**src/verilog/exec_unit_defines.vh**
```
`ifndef EXEC_UNIT_DEFINES_VH
`define EXEC_UNIT_DEFINES_VH

// Register offsets on the software port
`define REG_OPCODE   4'h0
`define REG_MADDR    4'h1
`define REG_IMM      4'h2
`define REG_ACC      4'h3
`define REG_STATUS   4'h4
`define REG_PCL      4'h5
`define REG_PCH      4'h6
`define REG_MDATA    4'h7
`define REG_WDOG     4'h8
`define REG_STACKL   4'h9
`define REG_STACKH   4'ha

// Status register bit positions
`define ST_SPILL     0
`define ST_HALF      1
`define ST_NULL      2
`define ST_WRAP      3
`define ST_SLEEP     4
`define ST_EXPIRY    5
`define ST_IRQEN     6
`define ST_BUSY      7

// Reset values
`define RST_BYTE     8'h00
`define RST_PC       10'h000
`define RST_FLAGS    7'h00

// Interrupt entry address
`define IRQ_VECTOR   10'h004

// Timing: two-cycle instructions hold one dummy cycle
`define BRANCH_CYCLES 2
`define DUMMY_CYCLES  (`BRANCH_CYCLES - 1)

// Opcodes written to the opcode register
`define OP_IDLE          5'h00
`define OP_INVERT_COPY   5'h01
`define OP_BCD_ADJUST    5'h02
`define OP_MINUS_MEM     5'h03
`define OP_MINUS_COPY    5'h04
`define OP_PLUS_MEM      5'h05
`define OP_PLUS_COPY     5'h06
`define OP_SLEEP         5'h07
`define OP_GOTO          5'h08
`define OP_MOV_M2A       5'h09
`define OP_MOV_I2A       5'h0a
`define OP_MOV_A2M       5'h0b
`define OP_OR_MEM2A      5'h0c
`define OP_OR_IMM2A      5'h0d
`define OP_OR_A2MEM      5'h0e
`define OP_SUB_EXIT      5'h0f
`define OP_SUB_EXIT_IMM  5'h10
`define OP_IRQ_EXIT      5'h11
`define OP_ROTL_MEM      5'h12
`define OP_ROTL_COPY     5'h13
`define OP_ROTLF_MEM     5'h14
`define OP_ROTLF_COPY    5'h15
`define OP_ROTR_MEM      5'h16
`define OP_ROTR_COPY     5'h17
`define OP_ROTRF_MEM     5'h18
`define OP_ROTRF_COPY    5'h19
`define OP_SUBB_ACC      5'h1a
`define OP_SUBB_MEM      5'h1b

`endif

```
**src/verilog/exec_unit.v**
```verilog
// How it works
// RL1: Invert-copy puts complement of memory byte in accumulator, updates null flag only.
// RL2: BCD adjust adds 6 to low nibble when above 9 or half carry.
// RL3: BCD adjust fixes high nibble likewise, stores to memory, alters spill only.
// RL4: Minus-one writes memory or accumulator copy, updating the null flag.
// RL5: Plus-one writes memory or accumulator copy, updating the null flag.
// RL6: Sleep halts, keeps state, clears watchdog, sets sleep flag, clears expiry.
// RL7: Goto loads the program counter, takes two cycles, changes no flag.
// RL8: Transfers move memory, immediate or accumulator, leaving flags unchanged.
// RL9: Idle changes nothing and continues with the next instruction.
// RL10: OR accumulator with memory or immediate into accumulator or memory.
// RL11: Subroutine exit reloads the program counter from the stack.
// RL12: Subroutine exit with immediate also loads the accumulator.
// RL13: Interrupt exit reloads counter, sets enable, serves pending interrupt first.
// RL14: Left rotate moves bit 7 to bit 0, no flag change.
// RL15: Left rotate through spill swaps bit 7 with the spill flag.
// RL16: Right rotate moves bit 0 to bit 7, no flag change.
// RL17: Right rotate through spill swaps bit 0 with the spill flag.
// RL18: Borrow subtract into accumulator updates wrap, null, half and spill.
// RL19: Spill flag clear on negative result, set on zero or positive.
// RL20: Memory form of borrow subtract stores the difference in memory.
// RL21: Null flag set when the 8-bit result is zero.
//
// The register offsets and strobed register access were chosen for this implementation.
`timescale 1ns/1ns
`include "exec_unit_defines.vh"

module exec_unit (
  // Clock and reset
  input  wire       i_clk,
  input  wire       i_rst_b,
  // Register port
  input  wire [3:0] i_addr,
  input  wire [7:0] i_wdata,
  input  wire       i_wr,
  input  wire       i_rd,
  output reg  [7:0] o_rdata,
  // Interrupt request and wake
  input  wire       i_irq_pend,
  input  wire       i_wake,
  // Status outputs
  output reg        o_asleep,
  output reg        o_busy
);

  localparam ST_RUN   = 2'd0;
  localparam ST_DUMMY = 2'd1;
  localparam ST_SLEEP = 2'd2;

  reg [7:0] mem_q [0:31];
  reg [1:0] state_q;
  reg [7:0] acc_q;
  reg [4:0] maddr_q;
  reg [7:0] imm_q;
  reg [9:0] pc_q;
  reg [9:0] stack_q;
  reg [9:0] pc_next_q;
  reg       spill_q;
  reg       half_q;
  reg       null_q;
  reg       wrap_q;
  reg       sleepf_q;
  reg       expiry_q;
  reg       irqen_q;
  reg [7:0] wdog_q;
  reg [7:0] presc_q;

  // Combinational results of the opcode being issued
  reg [7:0] res;
  reg       to_acc;
  reg       to_mem;
  reg       set_null;
  reg       spill_d;
  reg       half_d;
  reg       wrap_d;
  reg       arith;
  reg [8:0] diff;
  reg [4:0] lo_diff;
  reg [3:0] adj;
  reg [8:0] bcd;

  wire [7:0] m = mem_q[maddr_q];
  wire       issue = i_wr && (i_addr == `REG_OPCODE) && (state_q == ST_RUN);
  wire [4:0] op = i_wdata[4:0];

  // Decode and compute result for the issued opcode
  always @* begin
    res      = acc_q;
    to_acc   = 1'b0;
    to_mem   = 1'b0;
    set_null = 1'b0;
    spill_d  = spill_q;
    half_d   = half_q;
    wrap_d   = wrap_q;
    arith    = 1'b0;
    diff    = {1'b0, acc_q} - {1'b0, m} - {8'h00, ~spill_q};
    lo_diff = {1'b0, acc_q[3:0]} - {1'b0, m[3:0]} - {4'h0, ~spill_q};
    adj[0]  = (acc_q[3:0] > 4'h9) || half_q;                      // RL2
    adj[1]  = (acc_q[7:4] > 4'h9) || spill_q;                     // RL3
    adj[3:2] = 2'b00;
    bcd     = {1'b0, acc_q} + {1'b0, adj[1] ? 4'h6 : 4'h0,
                               adj[0] ? 4'h6 : 4'h0};
    case (op)
      `OP_INVERT_COPY: begin
        res = ~m;                                                   // RL1
        to_acc = 1'b1;
        set_null = 1'b1;
      end
      `OP_BCD_ADJUST: begin
        res = bcd[7:0];                                             // RL3
        to_mem = 1'b1;
        spill_d = spill_q | bcd[8];
      end
      `OP_MINUS_MEM, `OP_MINUS_COPY: begin
        res = m - 8'h01;                                            // RL4
        to_mem = (op == `OP_MINUS_MEM);
        to_acc = (op == `OP_MINUS_COPY);
        set_null = 1'b1;
      end
      `OP_PLUS_MEM, `OP_PLUS_COPY: begin
        res = m + 8'h01;                                            // RL5
        to_mem = (op == `OP_PLUS_MEM);
        to_acc = (op == `OP_PLUS_COPY);
        set_null = 1'b1;
      end
      `OP_MOV_M2A: begin
        res = m;                                                    // RL8
        to_acc = 1'b1;
      end
      `OP_MOV_I2A, `OP_SUB_EXIT_IMM: begin
        res = imm_q;                                                // RL12
        to_acc = 1'b1;
      end
      `OP_MOV_A2M: begin
        res = acc_q;                                                // RL8
        to_mem = 1'b1;
      end
      `OP_OR_MEM2A, `OP_OR_A2MEM: begin
        res = acc_q | m;                                            // RL10
        to_acc = (op == `OP_OR_MEM2A);
        to_mem = (op == `OP_OR_A2MEM);
        set_null = 1'b1;
      end
      `OP_OR_IMM2A: begin
        res = acc_q | imm_q;                                        // RL10
        to_acc = 1'b1;
        set_null = 1'b1;
      end
      `OP_ROTL_MEM, `OP_ROTL_COPY: begin
        res = {m[6:0], m[7]};                                       // RL14
        to_mem = (op == `OP_ROTL_MEM);
        to_acc = (op == `OP_ROTL_COPY);
      end
      `OP_ROTLF_MEM, `OP_ROTLF_COPY: begin
        res = {m[6:0], spill_q};                                    // RL15
        spill_d = m[7];
        to_mem = (op == `OP_ROTLF_MEM);
        to_acc = (op == `OP_ROTLF_COPY);
      end
      `OP_ROTR_MEM, `OP_ROTR_COPY: begin
        res = {m[0], m[7:1]};                                       // RL16
        to_mem = (op == `OP_ROTR_MEM);
        to_acc = (op == `OP_ROTR_COPY);
      end
      `OP_ROTRF_MEM, `OP_ROTRF_COPY: begin
        res = {spill_q, m[7:1]};                                    // RL17
        spill_d = m[0];
        to_mem = (op == `OP_ROTRF_MEM);
        to_acc = (op == `OP_ROTRF_COPY);
      end
      `OP_SUBB_ACC, `OP_SUBB_MEM: begin
        res = diff[7:0];                                            // RL18
        to_acc = (op == `OP_SUBB_ACC);
        to_mem = (op == `OP_SUBB_MEM);                              // RL20
        set_null = 1'b1;
        arith = 1'b1;
        spill_d = ~diff[8];                                         // RL19
        half_d = ~lo_diff[4];
        wrap_d = (acc_q[7] ^ m[7]) & (acc_q[7] ^ diff[7]);
      end
      default: begin
        res = acc_q;                                                // RL9
      end
    endcase
  end

  // Data memory writes, from execution or software
  always @(posedge i_clk) begin
    if (issue && to_mem) begin
      mem_q[maddr_q] <= res;
    end else if (i_wr && (i_addr == `REG_MDATA) && (state_q != ST_SLEEP)) begin
      mem_q[maddr_q] <= i_wdata;
    end
  end

  // Sequencer, accumulator, flags, counter and stack
  always @(posedge i_clk or negedge i_rst_b) begin
    if (!i_rst_b) begin
      state_q   <= ST_RUN;
      acc_q     <= `RST_BYTE;
      maddr_q   <= 5'h00;
      imm_q     <= `RST_BYTE;
      pc_q      <= `RST_PC;
      stack_q   <= `RST_PC;
      pc_next_q <= `RST_PC;
      {irqen_q, expiry_q, sleepf_q, wrap_q, null_q, half_q, spill_q}
                <= `RST_FLAGS;
      wdog_q    <= `RST_BYTE;
      presc_q   <= `RST_BYTE;
    end else begin
      case (state_q)
        ST_RUN: begin
          // Watchdog runs only while the clock runs
          presc_q <= presc_q + 8'h01;
          if (presc_q == 8'hff) begin
            wdog_q <= wdog_q + 8'h01;
          end
          if (issue) begin
            if (to_acc) begin
              acc_q <= res;
            end
            if (set_null) begin
              null_q <= (res == 8'h00);                             // RL21
            end
            spill_q <= spill_d;
            if (arith) begin
              half_q <= half_d;
              wrap_q <= wrap_d;
            end
            case (op)
              `OP_SLEEP: begin
                state_q  <= ST_SLEEP;                               // RL6
                wdog_q   <= `RST_BYTE;
                presc_q  <= `RST_BYTE;
                sleepf_q <= 1'b1;
                expiry_q <= 1'b0;
                pc_q     <= pc_q + 10'h001;
              end
              `OP_GOTO: begin
                pc_next_q <= {maddr_q[1:0], imm_q};                 // RL7
                state_q   <= ST_DUMMY;
              end
              `OP_SUB_EXIT, `OP_SUB_EXIT_IMM: begin
                pc_next_q <= stack_q;                               // RL11
                state_q   <= ST_DUMMY;
              end
              `OP_IRQ_EXIT: begin
                irqen_q <= 1'b1;                                    // RL13
                state_q <= ST_DUMMY;
                if (i_irq_pend) begin
                  // Pending request served before main program resumes
                  pc_next_q <= `IRQ_VECTOR;                         // RL13
                  irqen_q   <= 1'b0;
                end else begin
                  pc_next_q <= stack_q;
                end
              end
              default: begin
                pc_q <= pc_q + 10'h001;                             // RL9
              end
            endcase
          end else if (i_wr) begin
            case (i_addr)
              `REG_MADDR:  maddr_q <= i_wdata[4:0];
              `REG_IMM:    imm_q <= i_wdata;
              `REG_ACC:    acc_q <= i_wdata;
              `REG_STATUS: begin
                {irqen_q, expiry_q, sleepf_q, wrap_q, null_q, half_q,
                 spill_q} <= i_wdata[6:0];
              end
              `REG_PCL:    pc_q[7:0] <= i_wdata;
              `REG_PCH:    pc_q[9:8] <= i_wdata[1:0];
              `REG_STACKL: stack_q[7:0] <= i_wdata;
              `REG_STACKH: stack_q[9:8] <= i_wdata[1:0];
              default: begin
                acc_q <= acc_q;
              end
            endcase
          end
          // Overflow set comes last so it beats a status write
          // in the same cycle; a sleep issue still clears it
          if (presc_q == 8'hff && wdog_q == 8'hff
              && !(issue && op == `OP_SLEEP)) begin
            expiry_q <= 1'b1;
          end
        end
        ST_DUMMY: begin
          // Dummy cycle while the new address loads
          pc_q    <= pc_next_q;                                     // RL7
          state_q <= ST_RUN;
          if (pc_next_q == `IRQ_VECTOR && irqen_q == 1'b0
              && i_irq_pend) begin
            stack_q <= stack_q;
          end
        end
        ST_SLEEP: begin
          // Clock stopped: memory, registers and counter all held
          if (i_wake) begin
            state_q <= ST_RUN;                                      // RL6
          end
        end
        default: begin
          state_q <= ST_RUN;
        end
      endcase
    end
  end

  // Status flags and one-cycle read data
  always @(posedge i_clk or negedge i_rst_b) begin
    if (!i_rst_b) begin
      o_rdata  <= `RST_BYTE;
      o_asleep <= 1'b0;
      o_busy   <= 1'b0;
    end else begin
      // Drops on the wake edge, together with the state
      o_asleep <= (state_q == ST_SLEEP && !i_wake)
                  || (issue && op == `OP_SLEEP);
      o_busy   <= issue && (op == `OP_GOTO || op == `OP_SUB_EXIT
                  || op == `OP_SUB_EXIT_IMM || op == `OP_IRQ_EXIT);
      if (i_rd) begin
        case (i_addr)
          `REG_MADDR:  o_rdata <= {3'b000, maddr_q};
          `REG_IMM:    o_rdata <= imm_q;
          `REG_ACC:    o_rdata <= acc_q;
          `REG_STATUS: begin
            o_rdata <= {state_q != ST_RUN, irqen_q, expiry_q, sleepf_q,
                        wrap_q, null_q, half_q, spill_q};
          end
          `REG_PCL:    o_rdata <= pc_q[7:0];
          `REG_PCH:    o_rdata <= {6'h00, pc_q[9:8]};
          `REG_MDATA:  o_rdata <= m;
          `REG_WDOG:   o_rdata <= wdog_q;
          `REG_STACKL: o_rdata <= stack_q[7:0];
          `REG_STACKH: o_rdata <= {6'h00, stack_q[9:8]};
          default:     o_rdata <= 8'h00;
        endcase
      end else begin
        o_rdata <= 8'h00;
      end
    end
  end

endmodule

```
**config.mk**
```make
export PLATFORM = sky130hd
export DESIGN_NAME = exec_unit
export DESIGN_NICKNAME = d
export VERILOG_FILES = /design/src/verilog/exec_unit.v
export VERILOG_INCLUDE_DIRS = /design/src /design/src/verilog
export SDC_FILE = /design/constraint.sdc
export NUM_CORES = 1
export LEC_CHECK = 0
export CORE_MARGIN = 2
export CORE_UTILIZATION = 40
export DETAILED_ROUTE_END_ITERATION = 8
export DONT_BUFFER_PORTS = 1
export SLEW_MARGIN = 0
export SYNTH_ARGS = -nofsm -noshare
export SYNTH_HDL_FRONTEND = slang
export SYNTH_SLANG_ARGS = --single-unit
```
**constraint.sdc**
```tcl
create_clock -name i_clk -period 5.3 [get_ports i_clk]
set_clock_uncertainty 0.15 [all_clocks]
set_input_delay 1.06 -clock i_clk [delete_from_list [all_inputs] [get_ports i_clk]]
set_output_delay 1.06 -clock i_clk [all_outputs]
set_load 0.02 [all_outputs]
```
==> qor.csv, run 1 <==
stage,metric,value,unit
logic_synthesis,netlist_area,0.01676,mm^2
die,io_pins,28,
logic_synthesis,yosys_warnings,0,
power,p_per_area,465.9,mW/mm^2
drt,viasPerCell,5.860,
clocking,cts_made_buffers,39,
drt,drt_wl_total,49.04,mm
setup_path,path_class,register to register,
drt,post-route-drc-count,0,
logic_synthesis,yosysMostFrequentCell,edfxtp_1,
die,initial_core_util,0.4076,
sta,relSlewSlack,0.4048,
grt,busiest_layer,met2,
setup_path,cp.arrival,5.17,ns
grt,antenna_found_initial,0,
clocking,tritoncts,done,
power,power.internal,5.999,mW
logic_synthesis,synth_top_area_cell,edfxtp_1,
die,dieHeight,208.7,um
clocking,htreeDepth,2,
sta,worst_pin_slew,0.8895,ns
power,pwr-share-comb,0.304,
die,core-area,0.04111,mm^2
drt,ant_nets,0,
grt,grt_pass1_wl,73.56,mm
grt,grt_use_total,0.2274,
sta,fmax,0.1983,GHz
logic_synthesis,synth_flop_cell,edfxtp_1,
clocking,clk_latency,0.56,ns
setup_path,startpoint_type,register,
logic_synthesis,synth_area_leaders,"edfxtp_1 (46%), dfrtp_1 (13%), mux2i_1 (8.7%)",
die,rows,74,
die,die_area,0.04354,mm^2
placement,post-place-ws,0.1244,ns
placement,dpl.hpwl,34.65,mm
setup_path,path_delay_family,simple AND/OR/NAND/NOR gates,
setup_path,cpMaxStageDelayCell,dfrtp_1,
logic_synthesis,synth.top_cell.area_share,0.4588,
clocking,postCtsSetupBuffers,0,
logic_synthesis,syn-num-nets,1395,
sta,rsz0062_at_grt,false,
setup_path,slowest_delay,0.56,ns
placement,gp_congestion,0.9256,
power,clock_power_share,0.305,
clocking,ctsHoldBuffers,0,
setup_path,ff2ff_setup_slack,0.26,ns
logic_synthesis,ys_seq_elements,342,
drt,first_iter_violations,1101,
grt,grt.overflow.total,0,
sta,final-max-slew-violation-count,0,
setup_path,path_buf_inv,4,
logic_synthesis,synth.avg_cell_area,12.45,um^2
grt,grt_use_met2,0.3580,
power,power_switching,2.952,mW
logic_synthesis,synthArstFlopShare,0.2515,
drt,firstDrtPassIters,5,
placement,port-buffer-count,0,
setup_path,critical_path_peak_fanout,32,
sta,period_minus_slack,5.044,ns
setup_path,cp.required,5.42,ns
sta,layout_setup_ws,0.2562,ns
logic_synthesis,ys_seq_area_frac,0.5872,
grt,met3_usage,0.04629,
sta,hold_violations,0,
drt,vias,11556,
logic_synthesis,synth_edf_count,256,
clocking,cts_resized,0,
clocking,clk_path_buf_depth,3,
logic_synthesis,ys_types,79,
clocking,clock_sinks,342,
setup_path,path_cells,buf_4 > or4b_1 > buf_4 > o22ai_1 > nor4_1 > nand2_2 > inv_1 > fa_1 > nand2b_1 > a21oi_1 > o21ai_0 > xor2_1 > a221oi_2 > nand4_1 > nor2_1 > nor2_2 > buf_12,
power,switching_share,0.3298,
die,die_w,208.7,um
drt,wl_per_cell,24.87,um
placement,dpl-instance-area,0.01789,mm^2
job,max_cap_violations,0,
setup_path,worstSetupEndpointType,register,
power,seqPwrFrac,0.392,
power,vdd_ir_drop_max,0.2728,mV
run_status,status,"finished, final reports clean",
cells_and_area,fin_area,0.01921,mm^2
sta,fin_tns_setup,0,ns
setup_path,crit_path_frequent_cell,buf_4,
sta,setup_violations,0,
logic_synthesis,synth_cells,1346,
power,leakagePower,7.154,nW
cells_and_area,synthToLayoutAreaGrowth,14.67,%
cells_and_area,final_nets,1460,
logic_synthesis,synthTopCellsByCount,"edfxtp_1 (256), mux2i_1 (146), nor2_1 (114)",
clocking,path_clk_slew,0.06,ns
cells_and_area,drive_above_1_share,0.1646,
clocking,root_buffer,clkbuf_16,
sta,finalCritPeriodShare,0.9517,
min_path,min_path_type,input pin to asynchronous set/reset pin,
grt,use_met1,0.3198,
grt,grt_max_degree,87,
cells_and_area,diodes,0,
grt,grt_pass1_vias,11393,
## layout by cell type, fill, tap and decap left out, types with 32 or more instances in the layout
cell type    n
o21ai_0     38
nor2_1     111
nand2_1     75
inv_1       32
mux2i_1    146
dfrtp_1     85
edfxtp_1   256
clkbuf_16   39
o22ai_1     72
a21oi_1     48
buf_4      107
## worst paths after layout
path / from / end / depth (start not counted)
min reg2reg: pc_next_q[4] / pc_next_q[4] / 2
min: i_rst_b / pc_q[6] / 0
max in group asynchronous: i_rst_b / maddr_q[1] / 0
min in group i_clk: pc_next_q[4] / pc_next_q[4] / 2
max: maddr_q[2] / mem_q[12][6] / 17
max reg2reg: maddr_q[2] / mem_q[12][6] / 17
## stage by stage
stage / power [mW] / std cells / utilization / hold WS, ns
after CTS: 8.972 / 1972 / 0.4667 / 0.02027
final: 8.951 / 1972 / 0.4674 / 0.04269
after global routing: 9.354 / 1972 / 0.4674 / 0.02341
after global placement: 6.220 / 1902 / 0.4352 / 0.3183
after detailed placement: 6.229 / 1902 / 0.4352 / 0.3222
after floorplan: 5.220 / 1346 / - / 0.2996
## cell type report
cell class	instances	area, um^2
fillers	3737	21900
flip-flops and latches	342	9843
multi-input cells	883	6382
clock buffers	45	1008
repair buffers	112	903.4
well taps	532	665.6
clock inverters	25	286.5
inverters	33	123.9
## worst register-to-register path: cells and delay by family (launching register included)
family                   cells  cell delay (ns)
AO/OA/AOI/OAI                4             1.07
XOR/XNOR                     1             0.20
adder cells (fa/ha/maj)      1             0.41
buffers and inverters        4             0.73
flip-flops                   1             0.56
AND/OR/NAND/NOR              7             1.60
## routing by layer
metal	vias up	wire (um)
met3	93	3663
met1	5762	21520
li1	5247	-
met2	454	22500
met5	-	0
met4	0	1360
## kinds of logic (layout without fill, tap and decap cells)
kind of cell	Yosys count	count (layout)	share of synthesized area
simple gates	351	351	0.1097
compound gates	285	285	0.1128
buf+inv	121	215	0.03614
flops	342	342	0.5872
fa+ha+maj	31	31	0.02494
mux	176	176	0.1083
xor+xnor	40	40	0.02091
## power groups by stage
stage / clock [mW] / sequential, mW / combinational [mW]
2_1_floorplan: 0 / 3.44 / 1.78
3_3_place_gp: 0 / 3.55 / 2.67
3_5_place_dp: 0 / 3.55 / 2.68
4_1_cts: 2.78 / 3.50 / 2.70
5_1_grt: 2.88 / 3.52 / 2.96
6_report: 2.73 / 3.51 / 2.72
## registers in the layout, indices dropped and copies added, names as in the netlist, 2 cells and up
register   cells
acc_q          8
stack_q       10
wdog_q         8
o_rdata        8
presc_q        8
state_q        2
pc_q          10
mem_q        256
maddr_q        5
pc_next_q     10
imm_q          8
No activity file was read; power rests on OpenSTA's default activity.
==> run 2, diff against run 1 <==
Settings changed: REMOVE_ABC_BUFFERS from default to 1.
==> qor.csv, run 2 (synthesis results as in run 1) <==
stage,metric,value,unit,change
clocking,cts_made_buffers,38,,-2.6%
grt,antenna_found_initial,0,,unchanged
power,leakagePower,6.910,nW,-3.4%
cells_and_area,top_register,mem_q,,
placement,dpl.hpwl,33.30,mm,-3.9%
sta,period_minus_slack,5.035,ns,-0.008352 ns
sta,finalCritPeriodShare,0.9501,,-0.001576
setup_path,path_buf_inv,4,,unchanged
sta,relSlewSlack,0.3248,,-0.08001
power,p_per_area,466.8,mW/mm^2,+0.19%
die,rows,74,,unchanged
run_status,status,"finished, final reports clean",,
setup_path,path_class,register to register,,
die,die_area,0.04354,mm^2,unchanged
clocking,clk_path_buf_depth,3,,unchanged
sta,setup_violations,0,,unchanged
cells_and_area,largest_register_ffs,256,,unchanged
placement,dpl.cell_count,1857,,-2.4%
grt,grt_max_degree,87,,unchanged
drt,viasPerCell,5.927,,+1.1%
setup_path,slowest_delay,0.58,ns,+0.02 ns
placement,dpl-instance-area,0.01754,mm^2,-2.0%
setup_path,path_cells,buf_12 > buf_4 > mux2i_1 > o22ai_1 > nor4_1 > nand2_1 > ha_1 > inv_1 > ha_1 > nand2_1 > o21ai_0 > xor2_1 > a221oi_2 > nand4_1 > nor2_1 > nor2_2 > buf_4,,
cells_and_area,mostFrequentLayoutCell,edfxtp_1,,
setup_path,cp.required,5.40,ns,-0.02 ns
drt,firstDrtPassIters,7,,+2
power,seqPwrFrac,0.402,,+0.010
sta,final-max-slew-violation-count,0,,unchanged
clocking,postCtsSetupBuffers,0,,unchanged
cells_and_area,synthToLayoutAreaGrowth,12.30,%,
drt,first_iter_violations,1030,,-6.4%
cells_and_area,diodes,0,,unchanged
sta,worst_pin_slew,1.013,ns,+0.1233 ns
placement,port-buffer-count,0,,unchanged
cells_and_area,postLayoutCoreUtil,0.4577,,-0.009648
sta,fmax,0.1986,GHz,+0.17%
drt,post-route-drc-count,0,,unchanged
die,io_pins,28,,unchanged
power,power_switching,2.929,mW,-0.79%
drt,ant_nets,0,,unchanged
die,initial_core_util,0.4076,,unchanged
die,die_w,208.7,um,unchanged
placement,gp_congestion,0.9283,,+0.29%
clocking,tritoncts,done,,
power,switching_share,0.3334,,+0.003647
setup_path,cp-startpoint,maddr_q[1],,
drt,drt_wl_total,48.43,mm,-1.2%
clocking,clock_sinks,342,,unchanged
setup_path,path_delay_family,simple AND/OR/NAND/NOR gates,,
setup_path,worstSetupEndpointType,register,,
die,core-area,0.04111,mm^2,unchanged
drt,wl_per_cell,25.15,um,+1.1%
cells_and_area,stdcell_count,1926,,-2.3%
cells_and_area,fin_area,0.01882,mm^2,-2.1%
clocking,clk_latency,0.57,ns,about the same
sta,layout_setup_ws,0.2645,ns,+0.008352 ns
setup_path,critical_path_peak_fanout,32,,unchanged
clocking,path_clk_slew,0.06,ns,about the same
clocking,root_buffer,clkbuf_16,,
grt,grt.overflow.total,0,,unchanged
cells_and_area,final_nets,1414,,-3.2%
sta,hold_violations,0,,unchanged
setup_path,startpoint_type,register,,
power,pwr-share-comb,0.295,,-0.009
sta,final.hold.worst_slack,0.04744,ns,+0.004748 ns
job,max_cap_violations,0,,unchanged
power,clock_power_share,0.303,,-0.002
setup_path,r2r-start,maddr_q[1],,
setup_path,cp.arrival,5.13,ns,-0.04 ns
clocking,htreeDepth,2,,unchanged
grt,grt_pass1_vias,11054,,-3.0%
cells_and_area,drive_above_1_share,0.1420,,-0.02255
die,dieHeight,208.7,um,unchanged
min_path,min_path_type,input pin to asynchronous set/reset pin,,
power,power.internal,5.854,mW,-2.4%
placement,post-place-ws,-0.02449,ns,-0.1488 ns
grt,grt_pass1_wl,71.87,mm,-2.3%
drt,vias,11416,,-1.2%
setup_path,cpMaxStageDelayCell,nor4_1,,
cells_and_area,layout_common_cells,"edfxtp_1 (256), mux2i_1 (146), nor2_1 (111)",,
power,vdd_ir_drop_max,0.2492,mV,-8.6%
cells_and_area,fill_cells,3731,,-0.16%
sta,rsz0062_at_grt,false,,
grt,grt_use_total,0.2214,,-0.006004
==> run 2: changes by cell type in the layout (fill, tap and decap cells not counted), sizes merged <==
cell,previous run,this run
clkinvlp,3,0
buf,112,67
clkinv,11,17
bufinv,5,4
inv,39,36
==> run 2: what timing repair did <==
action / in CTS / in global routing
resized for setup: 1 / 7
hold buffers: 0 / 0
endpoints found under the setup margin: 64 / 64
==> run 2: power groups by stage <==
stage          clock network [mW]  registers [mW]  logic (mW)
6_report                     2.66            3.53        2.59
3_5_place_dp                    0            3.57        2.57
2_1_floorplan                   0            3.57        1.65
3_3_place_gp                    0            3.56        2.55
4_1_cts                      2.70            3.52        2.58
5_1_grt                      2.81            3.54        2.82
==> run 2: area by class of cell <==
cell class | instances | area [um^2] | area share
Clock buffer | 45 | 997.2 | 0.05300
Clock inverter | 24 | 255.2 | 0.01356
Inverter | 33 | 123.9 | 0.006583
Multi-Input combinational cell | 883 | 6387 | 0.3395
Sequential cell | 342 | 9847 | 0.5233
Tap cell | 532 | 665.6 | 0.03537
Timing Repair Buffer | 67 | 540.5 | 0.02873
==> run 2: metal layers <==
metal  part of all wire  vias to the layer above  global-route usage
met5                  0                        -                   0
met4              0.030                        0             0.07414
met3              0.068                       88             0.04403
met2               0.46                      418              0.3516
met1               0.44                     5755              0.3049
li1                   -                     5155                   -
==> run 2: path summary, 6_finish.rpt <==
path / to / cells after the start / slack, ns
hold reg to reg: pc_next_q[4] / 2 / 0.32
setup reg to reg: mem_q[12][6] / 17 / 0.26
setup / recovery: mem_q[12][6] / 17 / 0.26
min in group i_clk: pc_next_q[4] / 2 / 0.32
hold / removal: maddr_q[4] / 0 / 0.05
max in group asynchronous: state_q[0] / 0 / 4.81
==> run 2: per-stage QoR <==
| stage | power (mW) | TNS, ns |
|---|---|---|
| 2_1_floorplan | 5.213 | -853.95 |
| 3_3_place_gp | 6.112 | 0 |
| 3_5_place_dp | 6.135 | -0.6921 |
| 4_1_cts | 8.799 | 0 |
| 5_1_grt | 9.174 | 0 |
| 6_report | 8.783 | 0 |
